## config.mk

```make
export PLATFORM = sky130hd
export DESIGN_NAME = i2c_dac_update_slave
export DESIGN_NICKNAME = d
export VERILOG_FILES = /design/src/hdl/dac_link_pkg.sv /design/src/hdl/bus_events_if.sv /design/src/hdl/bus_sampler.sv /design/src/hdl/i2c_dac_update_slave.sv
export SDC_FILE = /design/constraint.sdc
export NUM_CORES = 1
export LEC_CHECK = 0
export ABC_AREA = 1
export ABC_CLOCK_PERIOD_IN_PS = 2550
export BUFFER_PORTS_ARGS = -buffer_cell sky130_fd_sc_hd__buf_4
export CAP_MARGIN = 20
export CORE_MARGIN = 2
export CORE_UTILIZATION = 35
export DETAILED_ROUTE_END_ITERATION = 8
export PLACE_DENSITY = 0.59
export SYNTH_ARGS = -nofsm -noshare
export SYNTH_HDL_FRONTEND = slang
export SYNTH_SLANG_ARGS = --single-unit
```

## constraint.sdc

```tcl
create_clock -name mclk_i -period 2.55 [get_ports mclk_i]
set_clock_uncertainty 0.15 [all_clocks]
set_input_delay 0.1275 -clock mclk_i [delete_from_list [all_inputs] [get_ports mclk_i]]
set_output_delay 0.1275 -clock mclk_i [all_outputs]
set_load 0.005 [all_outputs]
```

## src/hdl/dac_link_pkg.sv

```systemverilog
package dac_link_pkg;

  // ***********************************************************
  // Address byte
  // ***********************************************************
  localparam logic [3:0] ADDR_PREFIX = 4'h9;
  localparam logic [4:0] HS_CODE_PREFIX = 5'h01;
  localparam logic [6:0] GENERAL_CALL_ADDR = 7'h00;
  localparam logic [4:0] TEN_BIT_PREFIX = 5'h1E;
  localparam logic [2:0] LOW_BITS_RESET = 3'h0;

  // ***********************************************************
  // Strap pin sense codes
  // ***********************************************************
  localparam logic [1:0] STRAP_LOW = 2'h0;
  localparam logic [1:0] STRAP_HIGH = 2'h1;
  localparam logic [1:0] STRAP_FLOAT = 2'h2;
  localparam logic [1:0] STRAP_RESET = 2'h0;
  // Cycles after reset release before the straps are latched
  localparam logic [2:0] STRAP_SETTLE_CYCLES = 3'h4;

  // ***********************************************************
  // Bit counting within a nine-clock byte frame
  // ***********************************************************
  localparam logic [3:0] BIT_FIRST = 4'h0;
  localparam logic [3:0] BIT_ACK = 4'h8;
  localparam logic [3:0] BIT_DONE = 4'h9;

  // ***********************************************************
  // Access field
  // ***********************************************************
  localparam logic [3:0] ACCESS_LAST_CHANNEL = 4'h7;
  localparam logic [3:0] ACCESS_ALL = 4'hF;

  // ***********************************************************
  // Reset values
  // ***********************************************************
  localparam logic [7:0] BYTE_RESET = 8'h00;
  localparam logic [15:0] DATA_RESET = 16'h0000;

  typedef enum logic [4:0] {
    ST_IDLE  = 5'b00001,
    ST_ADDR  = 5'b00010,
    ST_CMD   = 5'b00100,
    ST_UPPER = 5'b01000,
    ST_LOWER = 5'b10000
  } link_state_t;

endpackage : dac_link_pkg

```

## src/hdl/bus_events_if.sv

```systemverilog
`timescale 1ns/1ns
interface bus_events_if;
  logic scl_rise;
  logic scl_fall;
  logic start;
  logic stop;
  logic sda;

  modport producer (output scl_rise, output scl_fall, output start,
                    output stop, output sda);
  modport consumer (input scl_rise, input scl_fall, input start,
                    input stop, input sda);
endinterface : bus_events_if

```

## src/hdl/bus_sampler.sv

```systemverilog
`timescale 1ns/1ns
module bus_sampler (
  input wire logic mclk_i,
  input wire logic rst_i,
  input wire logic scl_i,
  input wire logic sda_i,
  bus_events_if.producer ev
);

  // ***********************************************************
  // Two-stage synchronisers
  // ***********************************************************
  logic scl_meta_r;
  logic scl_sync_r;
  logic scl_prev_r;
  logic sda_meta_r;
  logic sda_sync_r;
  logic sda_prev_r;

  always_ff @(posedge mclk_i or posedge rst_i) begin
    if (rst_i) begin
      scl_meta_r <= 1'b1;
      scl_sync_r <= 1'b1;
      sda_meta_r <= 1'b1;
      sda_sync_r <= 1'b1;
    end else begin
      scl_meta_r <= scl_i;
      scl_sync_r <= scl_meta_r;
      sda_meta_r <= sda_i;
      sda_sync_r <= sda_meta_r;
    end
  end

  // Idle bus is high, so no false edge appears at reset release
  always_ff @(posedge mclk_i or posedge rst_i) begin
    if (rst_i) begin
      scl_prev_r <= 1'b1;
      sda_prev_r <= 1'b1;
    end else begin
      scl_prev_r <= scl_sync_r;
      sda_prev_r <= sda_sync_r;
    end
  end

  // ***********************************************************
  // Edge and condition detection
  // ***********************************************************
  assign ev.scl_rise = scl_sync_r & ~scl_prev_r;
  assign ev.scl_fall = ~scl_sync_r & scl_prev_r;
  assign ev.start = scl_sync_r & scl_prev_r & sda_prev_r & ~sda_sync_r;
  assign ev.stop = scl_sync_r & scl_prev_r & ~sda_prev_r & sda_sync_r;
  assign ev.sda = sda_sync_r;

endmodule : bus_sampler

```

## src/hdl/i2c_dac_update_slave.sv

```systemverilog
`timescale 1ns/1ns
module i2c_dac_update_slave #(
  parameter bit SINGLE_STRAP = 1'b0
) (
  input wire logic mclk_i,
  input wire logic rst_i,
  input wire logic scl_i,
  input wire logic sda_i,
  output logic sda_o,
  output logic sda_oe_o,
  input wire logic [1:0] address_strap_low_i,
  input wire logic [1:0] address_strap_high_i,
  output logic [6:0] own_address_o,
  output logic address_ready_o,
  output logic hs_mode_o,
  output logic update_o,
  output logic [3:0] command_o,
  output logic [3:0] access_o,
  output logic access_valid_o,
  output logic [15:0] data_o
);

  bus_events_if ev ();

  bus_sampler u_sampler (
    .mclk_i (mclk_i),
    .rst_i  (rst_i),
    .scl_i  (scl_i),
    .sda_i  (sda_i),
    .ev     (ev.producer)
  );

  // ***********************************************************
  // Strap sensing
  // ***********************************************************
  logic [1:0] strap_low_meta_r;
  logic [1:0] strap_low_sync_r;
  logic [1:0] strap_high_meta_r;
  logic [1:0] strap_high_sync_r;
  logic [2:0] settle_r;
  logic strap_done_r;
  logic [2:0] low_bits_r;
  logic address_ok_r;
  logic [2:0] low_bits_nxt;
  logic address_ok_nxt;

  always_ff @(posedge mclk_i or posedge rst_i) begin
    if (rst_i) begin
      strap_low_meta_r <= dac_link_pkg::STRAP_RESET;
      strap_low_sync_r <= dac_link_pkg::STRAP_RESET;
      strap_high_meta_r <= dac_link_pkg::STRAP_RESET;
      strap_high_sync_r <= dac_link_pkg::STRAP_RESET;
    end else begin
      strap_low_meta_r <= address_strap_low_i;
      strap_low_sync_r <= strap_low_meta_r;
      strap_high_meta_r <= address_strap_high_i;
      strap_high_sync_r <= strap_high_meta_r;
    end
  end

  // Illegal straps keep address_ready_o low, so the device stays deaf
  always_comb begin
    low_bits_nxt = dac_link_pkg::LOW_BITS_RESET;
    address_ok_nxt = 1'b1;
    if (SINGLE_STRAP) begin
      case (strap_low_sync_r)
        dac_link_pkg::STRAP_LOW: low_bits_nxt = 3'h0;
        dac_link_pkg::STRAP_HIGH: low_bits_nxt = 3'h2;
        dac_link_pkg::STRAP_FLOAT: low_bits_nxt = 3'h4;
        default: address_ok_nxt = 1'b0;
      endcase
    end else begin
      case ({strap_high_sync_r, strap_low_sync_r})
        {dac_link_pkg::STRAP_LOW, dac_link_pkg::STRAP_LOW}:
          low_bits_nxt = 3'h0;
        {dac_link_pkg::STRAP_LOW, dac_link_pkg::STRAP_HIGH}:
          low_bits_nxt = 3'h1;
        {dac_link_pkg::STRAP_HIGH, dac_link_pkg::STRAP_LOW}:
          low_bits_nxt = 3'h2;
        {dac_link_pkg::STRAP_HIGH, dac_link_pkg::STRAP_HIGH}:
          low_bits_nxt = 3'h3;
        {dac_link_pkg::STRAP_FLOAT, dac_link_pkg::STRAP_LOW}:
          low_bits_nxt = 3'h4;
        {dac_link_pkg::STRAP_FLOAT, dac_link_pkg::STRAP_HIGH}:
          low_bits_nxt = 3'h5;
        {dac_link_pkg::STRAP_LOW, dac_link_pkg::STRAP_FLOAT}:
          low_bits_nxt = 3'h6;
        {dac_link_pkg::STRAP_HIGH, dac_link_pkg::STRAP_FLOAT}:
          low_bits_nxt = 3'h7;
        // Float/float and unknown codes leave the device deaf
        default: address_ok_nxt = 1'b0;
      endcase
    end
  end

  // ***********************************************************
  // Strap latch
  // ***********************************************************
  // Latched once; later strap movement is ignored until reset
  always_ff @(posedge mclk_i or posedge rst_i) begin
    if (rst_i) begin
      settle_r <= 3'h0;
      strap_done_r <= 1'b0;
      low_bits_r <= dac_link_pkg::LOW_BITS_RESET;
      address_ok_r <= 1'b0;
    end else if (!strap_done_r) begin
      if (settle_r == dac_link_pkg::STRAP_SETTLE_CYCLES) begin
        strap_done_r <= 1'b1;
        low_bits_r <= low_bits_nxt;
        address_ok_r <= address_ok_nxt;
      end else begin
        settle_r <= settle_r + 3'h1;
      end
    end
  end

  logic [6:0] own_address;
  assign own_address = {dac_link_pkg::ADDR_PREFIX, low_bits_r};
  assign own_address_o = own_address;
  assign address_ready_o = strap_done_r & address_ok_r;

  // ***********************************************************
  // Byte framing
  // ***********************************************************
  dac_link_pkg::link_state_t state_r;
  logic [3:0] bit_cnt_r;
  logic [7:0] shift_r;
  logic ack_r;
  logic hs_r;
  logic [7:0] command_r;
  logic [7:0] upper_r;
  logic [15:0] data_r;
  logic update_r;

  logic addr_accept;
  logic hs_code;
  logic frame_active;
  logic ack_fall;
  logic done_fall;
  logic bus_cond;

  // ***********************************************************
  // Address decode
  // ***********************************************************
  // Used by both the acknowledge drive and the sequencer, so the two
  // can never disagree about whether the device was addressed
  function automatic logic addr_accepted(input logic [7:0] b,
    input logic [6:0] own,
    input logic ready);
    logic match;
    logic reserved;
    logic master_code;
    match = ready & (b[7:1] == own);
    // General call and ten-bit prefixes never equal a 1001 address;
    // testing them anyway keeps a strap decode slip from acking them
    reserved = (b[7:1] == dac_link_pkg::GENERAL_CALL_ADDR) |
      (b[7:3] == dac_link_pkg::TEN_BIT_PREFIX);
    master_code = (b[7:3] == dac_link_pkg::HS_CODE_PREFIX);
    return match & ~reserved & ~master_code;
  endfunction : addr_accepted

  assign addr_accept = addr_accepted(shift_r, own_address, address_ready_o);
  assign hs_code = (shift_r[7:3] == dac_link_pkg::HS_CODE_PREFIX);
  assign frame_active = (state_r != dac_link_pkg::ST_IDLE);
  assign ack_fall = ev.scl_fall & (bit_cnt_r == dac_link_pkg::BIT_ACK);
  assign done_fall = ev.scl_fall & (bit_cnt_r == dac_link_pkg::BIT_DONE);
  // A start or stop anywhere in a byte throws away the partial byte
  assign bus_cond = ev.start | ev.stop;

  // ***********************************************************
  // Bit counter
  // ***********************************************************
  // Bits sampled on rising clock, so data moving while low is harmless
  always_ff @(posedge mclk_i or posedge rst_i) begin
    if (rst_i) begin
      bit_cnt_r <= dac_link_pkg::BIT_FIRST;
      shift_r <= dac_link_pkg::BYTE_RESET;
    end else if (bus_cond) begin
      bit_cnt_r <= dac_link_pkg::BIT_FIRST;
    end else if (frame_active) begin
      if (ev.scl_rise && bit_cnt_r < dac_link_pkg::BIT_ACK) begin
        shift_r <= {shift_r[6:0], ev.sda};
        bit_cnt_r <= bit_cnt_r + 4'h1;
      end else if (ev.scl_rise && bit_cnt_r == dac_link_pkg::BIT_ACK) begin
        bit_cnt_r <= dac_link_pkg::BIT_DONE;
      end else if (done_fall) begin
        bit_cnt_r <= dac_link_pkg::BIT_FIRST;
      end
    end
  end

  // ***********************************************************
  // Acknowledge drive
  // ***********************************************************
  // Driven from one falling edge to the next so the whole high phase
  // of the ninth clock is covered
  always_ff @(posedge mclk_i or posedge rst_i) begin
    if (rst_i) begin
      ack_r <= 1'b0;
    end else if (bus_cond) begin
      ack_r <= 1'b0;
    end else if (ack_fall) begin
      case (state_r)
        dac_link_pkg::ST_ADDR:
          ack_r <= addr_accept;
        dac_link_pkg::ST_CMD: ack_r <= 1'b1;
        dac_link_pkg::ST_UPPER: ack_r <= 1'b1;
        dac_link_pkg::ST_LOWER: ack_r <= 1'b1;
        default: ack_r <= 1'b0;
      endcase
    end else if (done_fall) begin
      ack_r <= 1'b0;
    end
  end

  assign sda_o = 1'b0;
  assign sda_oe_o = ack_r;

  // ***********************************************************
  // Transfer sequencing
  // ***********************************************************
  always_ff @(posedge mclk_i or posedge rst_i) begin
    if (rst_i) begin
      state_r <= dac_link_pkg::ST_IDLE;
    end else if (ev.start) begin
      // Any start, repeated or not, asks for the address byte again
      state_r <= dac_link_pkg::ST_ADDR;
    end else if (ev.stop) begin
      state_r <= dac_link_pkg::ST_IDLE;
    end else if (done_fall) begin
      case (state_r)
        dac_link_pkg::ST_ADDR: begin
          // Read-back is not served: a matched read is acknowledged,
          // then the device stays off the line
          if (addr_accept && !shift_r[0]) begin
            state_r <= dac_link_pkg::ST_CMD;
          end else begin
            state_r <= dac_link_pkg::ST_IDLE;
          end
        end
        dac_link_pkg::ST_CMD: state_r <= dac_link_pkg::ST_UPPER;
        dac_link_pkg::ST_UPPER: state_r <= dac_link_pkg::ST_LOWER;
        dac_link_pkg::ST_LOWER: state_r <= dac_link_pkg::ST_UPPER;
        default: state_r <= dac_link_pkg::ST_IDLE;
      endcase
    end
  end

  // ***********************************************************
  // High-speed mode
  // ***********************************************************
  // The sampler runs far faster than even the high-speed bus clock, so
  // the flag changes no timing here; the register logic may read it
  always_ff @(posedge mclk_i or posedge rst_i) begin
    if (rst_i) begin
      hs_r <= 1'b0;
    end else if (ev.stop) begin
      hs_r <= 1'b0;
    end else if (done_fall && state_r == dac_link_pkg::ST_ADDR &&
                 hs_code) begin
      hs_r <= 1'b1;
    end
  end

  assign hs_mode_o = hs_r;

  // ***********************************************************
  // Command and data capture
  // ***********************************************************
  always_ff @(posedge mclk_i or posedge rst_i) begin
    if (rst_i) begin
      command_r <= dac_link_pkg::BYTE_RESET;
    end else if (done_fall && state_r == dac_link_pkg::ST_CMD) begin
      command_r <= shift_r;
    end
  end

  // A lone upper byte waits here; a start sends the sequencer back to
  // the address and a stop to idle, so it is overwritten before any use
  always_ff @(posedge mclk_i or posedge rst_i) begin
    if (rst_i) begin
      upper_r <= dac_link_pkg::BYTE_RESET;
    end else if (done_fall && state_r == dac_link_pkg::ST_UPPER) begin
      upper_r <= shift_r;
    end
  end

  // The pulse trails the bus clock fall by the sampler latency, a few
  // system clocks, well before the next bit can arrive
  always_ff @(posedge mclk_i or posedge rst_i) begin
    if (rst_i) begin
      data_r <= dac_link_pkg::DATA_RESET;
      update_r <= 1'b0;
    end else if (done_fall && state_r == dac_link_pkg::ST_LOWER) begin
      data_r <= {upper_r, shift_r};
      update_r <= 1'b1;
    end else begin
      update_r <= 1'b0;
    end
  end

  // ***********************************************************
  // Outputs
  // ***********************************************************
  // Channel codes zero to seven and the all-channel code are legal; the
  // register logic must drop any update that carries another code
  function automatic logic access_legal(input logic [3:0] code);
    logic channel;
    logic every_channel;
    channel = (code <= dac_link_pkg::ACCESS_LAST_CHANNEL);
    every_channel = (code == dac_link_pkg::ACCESS_ALL);
    return channel | every_channel;
  endfunction : access_legal

  assign update_o = update_r;
  assign data_o = data_r;
  assign command_o = command_r[7:4];
  assign access_o = command_r[3:0];
  assign access_valid_o = access_legal(command_r[3:0]);

endmodule : i2c_dac_update_slave

```

; Yosys cells after proc, flatten, opt, wreduce, memory -nomap -nowiden
; Index checks and enable logic that the tools add are counted.
[totals]
mem_count = 0
latch_bits = 0
ff_bits = 74
rom_bits = 0
mem_bits_rw = 0
[classes]
magnitude_cmp = 2
reduce_logical = 23
addsub = 2
shifts = 0
n_mux = 21
div_mod_pow = 0
n_eq_ne = 19
mul = 0
bitwise_logic = 25
[ops]
columns = operator, count
row1 = $pmux 3 s7, 1
row2 = $eq 4x4->1 const B, 5
row3 = $mux 4, 5
row4 = $mux 5, 3
row5 = $pmux 5 s3, 1
row6 = $and 1x1->1, 13
row7 = $eq 4x3->1 const B, 3
row8 = $eq 5x5->1 const B, 2
row9 = $mux 1, 9
row10 = $not 1->1, 9
row11 = $logic_and 1x1->1, 8
row12 = $reduce_or 8->1, 1
row13 = $eq 7x7->1, 1
row14 = $logic_not 7->1, 1
row15 = $reduce_and 2->1, 3
row16 = $reduce_bool 3->1, 2
row17 = $eq 5x1->1 const B, 1
row18 = $eq 5x2->1 const B, 1
row19 = $eq 5x3->1 const B, 1
row20 = $eq 5x4->1 const B, 1
row21 = $ne 5x1->1 const B, 1
row22 = $add 4x1->4 const B, 1
row23 = $eq 4x1->1 const B, 1
row24 = $eq 4x2->1 const B, 1
row25 = 14 further kinds, 17

; Logic depth before layout (Yosys ltp)
[logic_depth]
word_depth = 11
ltp_mapped = 10
mapped_depth_nobuf = 9

; Modules after synthesis
; Synthesis repeated with hierarchy kept, for this count alone.
[hier_totals]
cells_unflattened = 334
area_unflattened_um2 = 3104.2
[modules_own_cells]
columns = module, n_inst, area_per_inst_um2, cells_per_inst
row1 = i2c_dac_update_slave, 1, 2901.5, 316
row2 = bus_sampler, 1, 202.7, 18

; Worst setup path after synthesis
; No wires, ideal clock.
[synth_timing]
path_type = register -> register
start = register bit_cnt_r[1]
end = register command_r[0]
arrival_time_ps = 1500
path_stages_with_launch = 11
path_slack_ps = 779
setup_ps = 121
cell_sequence = dfrtp_1 > inv_1 > ha_1 > inv_1 > nor3_4 > inv_4 > nor2_1 > inv_2 > buf_6 > nand2_1 > o21ai_2
[synth_via]
elab_chain_len = 3
[synth_rtl]
columns = element, line
row1 = "start, declared", i2c_dac_update_slave.sv:126  ; logic [3:0] bit_cnt_r;
row2 = "start signal, assigned", i2c_dac_update_slave.sv:176  ; bit_cnt_r <= dac_link_pkg::BIT_FIRST;
row3 = "start signal, assigned", i2c_dac_update_slave.sv:179  ; bit_cnt_r <= dac_link_pkg::BIT_FIRST;
row4 = "start signal, assigned", i2c_dac_update_slave.sv:183  ; bit_cnt_r <= bit_cnt_r + 4'h1;
row5 = $eq 4x4->1, i2c_dac_update_slave.sv:166  ; assign done_fall = ev.scl_fall & (bit_cnt_r == dac_link_pkg::BIT_DONE);
row6 = $and 1x1->1, i2c_dac_update_slave.sv:166
row7 = $logic_and 1x1->1, i2c_dac_update_slave.sv:273  ; end else if (done_fall && state_r == dac_link_pkg::ST_CMD) begin
row8 = "end signal, assigned", i2c_dac_update_slave.sv:272  ; command_r <= dac_link_pkg::BYTE_RESET;
row9 = "end signal, assigned", i2c_dac_update_slave.sv:274  ; command_r <= shift_r;
row10 = "end, declared", i2c_dac_update_slave.sv:130  ; logic [7:0] command_r;
; Every way passes these cells.
; A chain may end at the register's enable or synchronous reset.

; Worst setup path after layout
[layout_timing]
start = register bit_cnt_r[1]
end = register bit_cnt_r[3]
[layout_via]
elab_chain_len = 6
word_cells_on_any_way = 13
classes_between = 1 x add/sub / 1 x order compare / 2 x eq/ne / 4 x mux / 1 x bitwise / 4 x reduce/logical
[layout_rtl]
columns = element
row1 = branches (longest 6 deep; another with $lt 4x4->1)
; Several ways; the timed one is not identified. The select of a mux whose other input is x is not followed.

==> results.txt <==
Clock tree synthesis inserted a total of 9 buffers. The number of cells traversed by the worst hold path works out to 0. The synthesized design contains 0 enable-type register cells. The number of placed instances, taps included, is 470. The count of cells in the finished layout, fillers not included, comes to 493. Net count reported at finish: 393. Entering global routing, the biggest net connects 35 pins. The delay of the slowest cell on the worst path was 400 ps.

Wires add up to 5840 µm. Measured along the y axis, the die boundary spans 99.3 µm. The type of the worst setup path was reg -> reg. The worst-margin pin slew is 730 ps. The commonest register cell after synthesis was sky130_fd_sc_hd__dfrtp_1.

Path class of the lowest-slack min-delay path: reg -> reg. The tree built by TritonCTS fans out to 74 sinks. On the critical path, the stage with the largest delay is an instance of sky130_fd_sc_hd__dfrtp_1.

The area of the core was 8760 µm²; the total number of vias was 2199. Most area-hungry cell type in the Yosys netlist: sky130_fd_sc_hd__dfrtp_1. The cell count after synthesis came out at 328. In this run, the combinational gates consume 15.9% of the power. The effective utilization at floorplan came out at 36.2%.

Setup repair after global routing left no endpoint under its margin. The run gives 43.3% as the post-route core utilization. The later pin in the worst-skew pair is clocked with a latency of 340 ps.

Most utilized layer in the global route result: met2. Counting along the longest clock path gives a buffer depth of 2. In this run, the clock network consumes 31.4% of the power. The number of global-route vias before repair was 2199. The run gives 520 MHz as the highest achievable clock rate. The wire length of the first global-routing pass is 10200 µm. After filler insertion, the fill cell instance count of the layout stands at 872.

The commonest cells after synthesis are sky130_fd_sc_hd__nand2_1, sky130_fd_sc_hd__dfrtp_1, sky130_fd_sc_hd__inv_1. The top-area cell type share of the netlist area was 52.8%. Counting stages on the worst path, the most repeated cell is sky130_fd_sc_hd__inv_1.

The last weighted congestion value of the routability-driven placer was 0.830; the final-report setup violation count was 0. The tools report the fraction of met1 tracks used by global routing as 17.0%. For the final routed database, the setup TNS stands at 0 ps. The run gives 107 as the first-iteration detailed-routing DRC count.

Timing analysis after detailed placement gives a worst setup slack of 640 ps. Data on the critical path is required at its endpoint by 2610 ps. STA classifies the critical path endpoint as a flip-flop.

The average via count per standard cell was 4.46; the static leakage was 1.94 nW. The half-perimeter wire length after detailed placement was 4160 µm. CTS placed an instance of sky130_fd_sc_hd__clkbuf_8 at the clock tree root. Power spread over the standard cell area amounts to 672 nW/µm². For the H-tree depth reported by CTS, the log shows 3. Synthesized flop and latch total: 74. The flow ran to the end, and the final reports show no timing, DRC or antenna violations. For met3 alone, demand over resource in global routing was 4.57%. Number of rows in the core area: 34. The clock transition at the registers of the reported paths was 70 ps. Yosys mapped the design onto 35 distinct sky130hd cell types. The worst path uses 75.5% of the clock period.

Of all nets on the critical path, the largest fanout is 7. In the post-route analysis, the smallest setup slack over all paths is 626 ps. Relative to the synthesized area, the layout overhead comes to 19.4%. The number of I/O pins was 45; the arrival time at the worst endpoint was 1980 ps.

Across every metal layer, demand over resource in global routing totals 13.1%. The worst register-to-register path has a depth of 7. Number of antenna violations at the first check in global routing: 0. Counting flops with an async set or reset pin after synthesis yields a share of 100%.

Summing the sequential cell areas from Yosys gives 58.6% of the chip area. The run gives 3180 µm² as the post-synth design cell area. Sorting the synthesized cells by area gives the leading types as sky130_fd_sc_hd__dfrtp_1, sky130_fd_sc_hd__nand2_1, sky130_fd_sc_hd__dfstp_2. The die covers 9850 µm².

Registers are responsible for 52.8% of the overall power. Global routing consumed, on the met2 layer, 20.6% of the routing resources. The max capacitance violation total was 0.

For the headroom to the max-slew limit, the log shows 51.3%. Of the cells placed in the final design, the portion with a size suffix greater than 1 is 23.9%. The tools report the final count of pins violating max slew as 0. Internal power comes to 1.79 mW. In the final routed layout, each cell accounts on average for 11.8 µm. IR analysis of the VDD net gives a maximum drop of 0.385 mV.

The worst setup path is launched from a flip-flop. Fraction of power spent switching nets: 29.7%. The die is 99.3 µm wide. After global routing the overflow that remains totals 0. The yosys synthesis warning count is 0, and the number of hold violations in the final report is 0.

Walking the worst path, the cells encountered are inv_1 > ha_1 > inv_1 > nor3_4 > nor2_1 > a21oi_2 > o21ai_0. Before antenna repair, the detailed router went through 4 iterations. In the post-synthesis netlist, the cell with the most instances is sky130_fd_sc_hd__nand2_1. Each instance of the synthesized netlist takes up on average 9.68 µm². The minimum hold slack came out at 199 ps.

TritonCTS built the clock tree. The run gives 756 µW as the net switching power. The antenna diode instance count is 0, and the DRC violations left is 0.

In this run the remaining antenna-violating nets after routing total 0. The number of I/O port buffers is 39, and the final critical delay including setup and external delays is 1920 ps.
==> registers in the layout, indices dropped and copies added (netlist names), 2 cells and up <==
| signal | count |
|---|---|
| strap_low_sync_r | 2 |
| state_r | 5 |
| low_bits_r | 3 |
| command_r | 8 |
| settle_r | 3 |
| bit_cnt_r | 4 |
| strap_low_meta_r | 2 |
| strap_high_sync_r | 2 |
| shift_r | 8 |
| data_o | 16 |
| upper_r | 8 |
| strap_high_meta_r | 2 |
==> final timing paths <==
path,slack (ps),endpoint,start
min,200,strap_low_sync_r[0]$_DFF_PP0_,strap_low_meta_r[0]$_DFF_PP0_
max,630,bit_cnt_r[3]$_DFFE_PP0P_,bit_cnt_r[1]$_DFFE_PP0P_
min reg2reg,200,strap_low_sync_r[0]$_DFF_PP0_,strap_low_meta_r[0]$_DFF_PP0_
max in group asynchronous,1220,state_r[0]$_DFFE_PP1P_,rst_i
min in group asynchronous,330,shift_r[0]$_DFFE_PP0P_,rst_i
max reg2reg,630,bit_cnt_r[3]$_DFFE_PP0P_,bit_cnt_r[1]$_DFFE_PP0P_
==> cells in the final DEF, fill, tap and decap left out, types with 3 or more instances in the layout <==
cell type / count
sky130_fd_sc_hd__o21ai_2: 16
sky130_fd_sc_hd__o21ai_0: 23
sky130_fd_sc_hd__nand3_1: 11
sky130_fd_sc_hd__inv_1: 40
sky130_fd_sc_hd__clkbuf_8: 11
sky130_fd_sc_hd__nand4_1: 3
sky130_fd_sc_hd__inv_2: 3
sky130_fd_sc_hd__nand2_2: 4
sky130_fd_sc_hd__ha_1: 5
sky130_fd_sc_hd__clkinv_2: 3
sky130_fd_sc_hd__dlygate4sd3_1: 7
sky130_fd_sc_hd__buf_4: 40
sky130_fd_sc_hd__dfrtp_1: 67
sky130_fd_sc_hd__dfstp_2: 7
sky130_fd_sc_hd__nor2_1: 20
sky130_fd_sc_hd__nand2_1: 87
sky130_fd_sc_hd__a21oi_1: 10
sky130_fd_sc_hd__conb_1: 5
==> worst max-delay path: cells and delay by family, from the launching register on <==
kind            cells  cell delay, ps
compound gates      2             440
simple gates        2             520
flops               1             400
fa+ha+maj           1             140
buf+inv             2             160
==> power groups by stage <==
| stage | Sequential, mW | Clock, mW | Combinational [mW] |
|---|---|---|---|
| finish | 1.34 | 0.799 | 0.404 |
| global route | 1.35 | 0.888 | 0.471 |
| CTS | 1.35 | 0.834 | 0.417 |
| detailed placement | 1.37 | 0 | 0.407 |
| global placement | 1.36 | 0 | 0.401 |
| floorplan | 1.35 | 0 | 0.295 |
==> layout make-up <==
class | instances | area [µm²] | share of cell area (%)
flip-flops and latches | 74 | 1860 | 49.1
multi-input cells | 202 | 1050 | 27.8
repair buffers | 48 | 390 | 10.3
inverters | 45 | 176 | 4.65
clock buffers | 13 | 159 | 4.19
well taps | 108 | 135 | 3.56
clock inverters | 3 | 15.0 | 0.396
==> kinds of logic (layout without fill, tap and decap cells) <==
kind of cell / after synthesis / after routing / synth area share [%]
DFF: 74 / 74 / 58.6
and+or+nand+nor: 132 / 132 / 18.4
buffers and inverters: 55 / 109 / 8.55
adders and majority gates: 5 / 5 / 1.97
AOI/OAI and AO/OA: 57 / 57 / 11.4
xor gates and xnor gates: 3 / 3 / 0.828
other: 2 / 5 / 0.236
==> stage by stage <==
stage	instance area, µm²	power [mW]
after floorplan	3190	1.64
after global placement	3550	1.76
after detailed placement	3550	1.77
after CTS	3790	2.60
after global routing	3790	2.71
final	3790	2.55
==> repair_timing <==
| item | in CTS | in global routing |
|---|---|---|
| hold buffers | 7 | 0 |
| endpoints found under the hold margin | 36 | 0 |
| gates resized for setup | 0 | 0 |
| buffers inserted | 0 | 0 |
| endpoints found under the setup margin | 0 | 0 |
==> metal layers <==
metal	vias up	part of all wire (%)
met1	1015	48
met5	-	0
li1	1129	-
met4	0	1.1
met2	49	47
met3	6	4.8
Power figures use the tool's default switching activity.
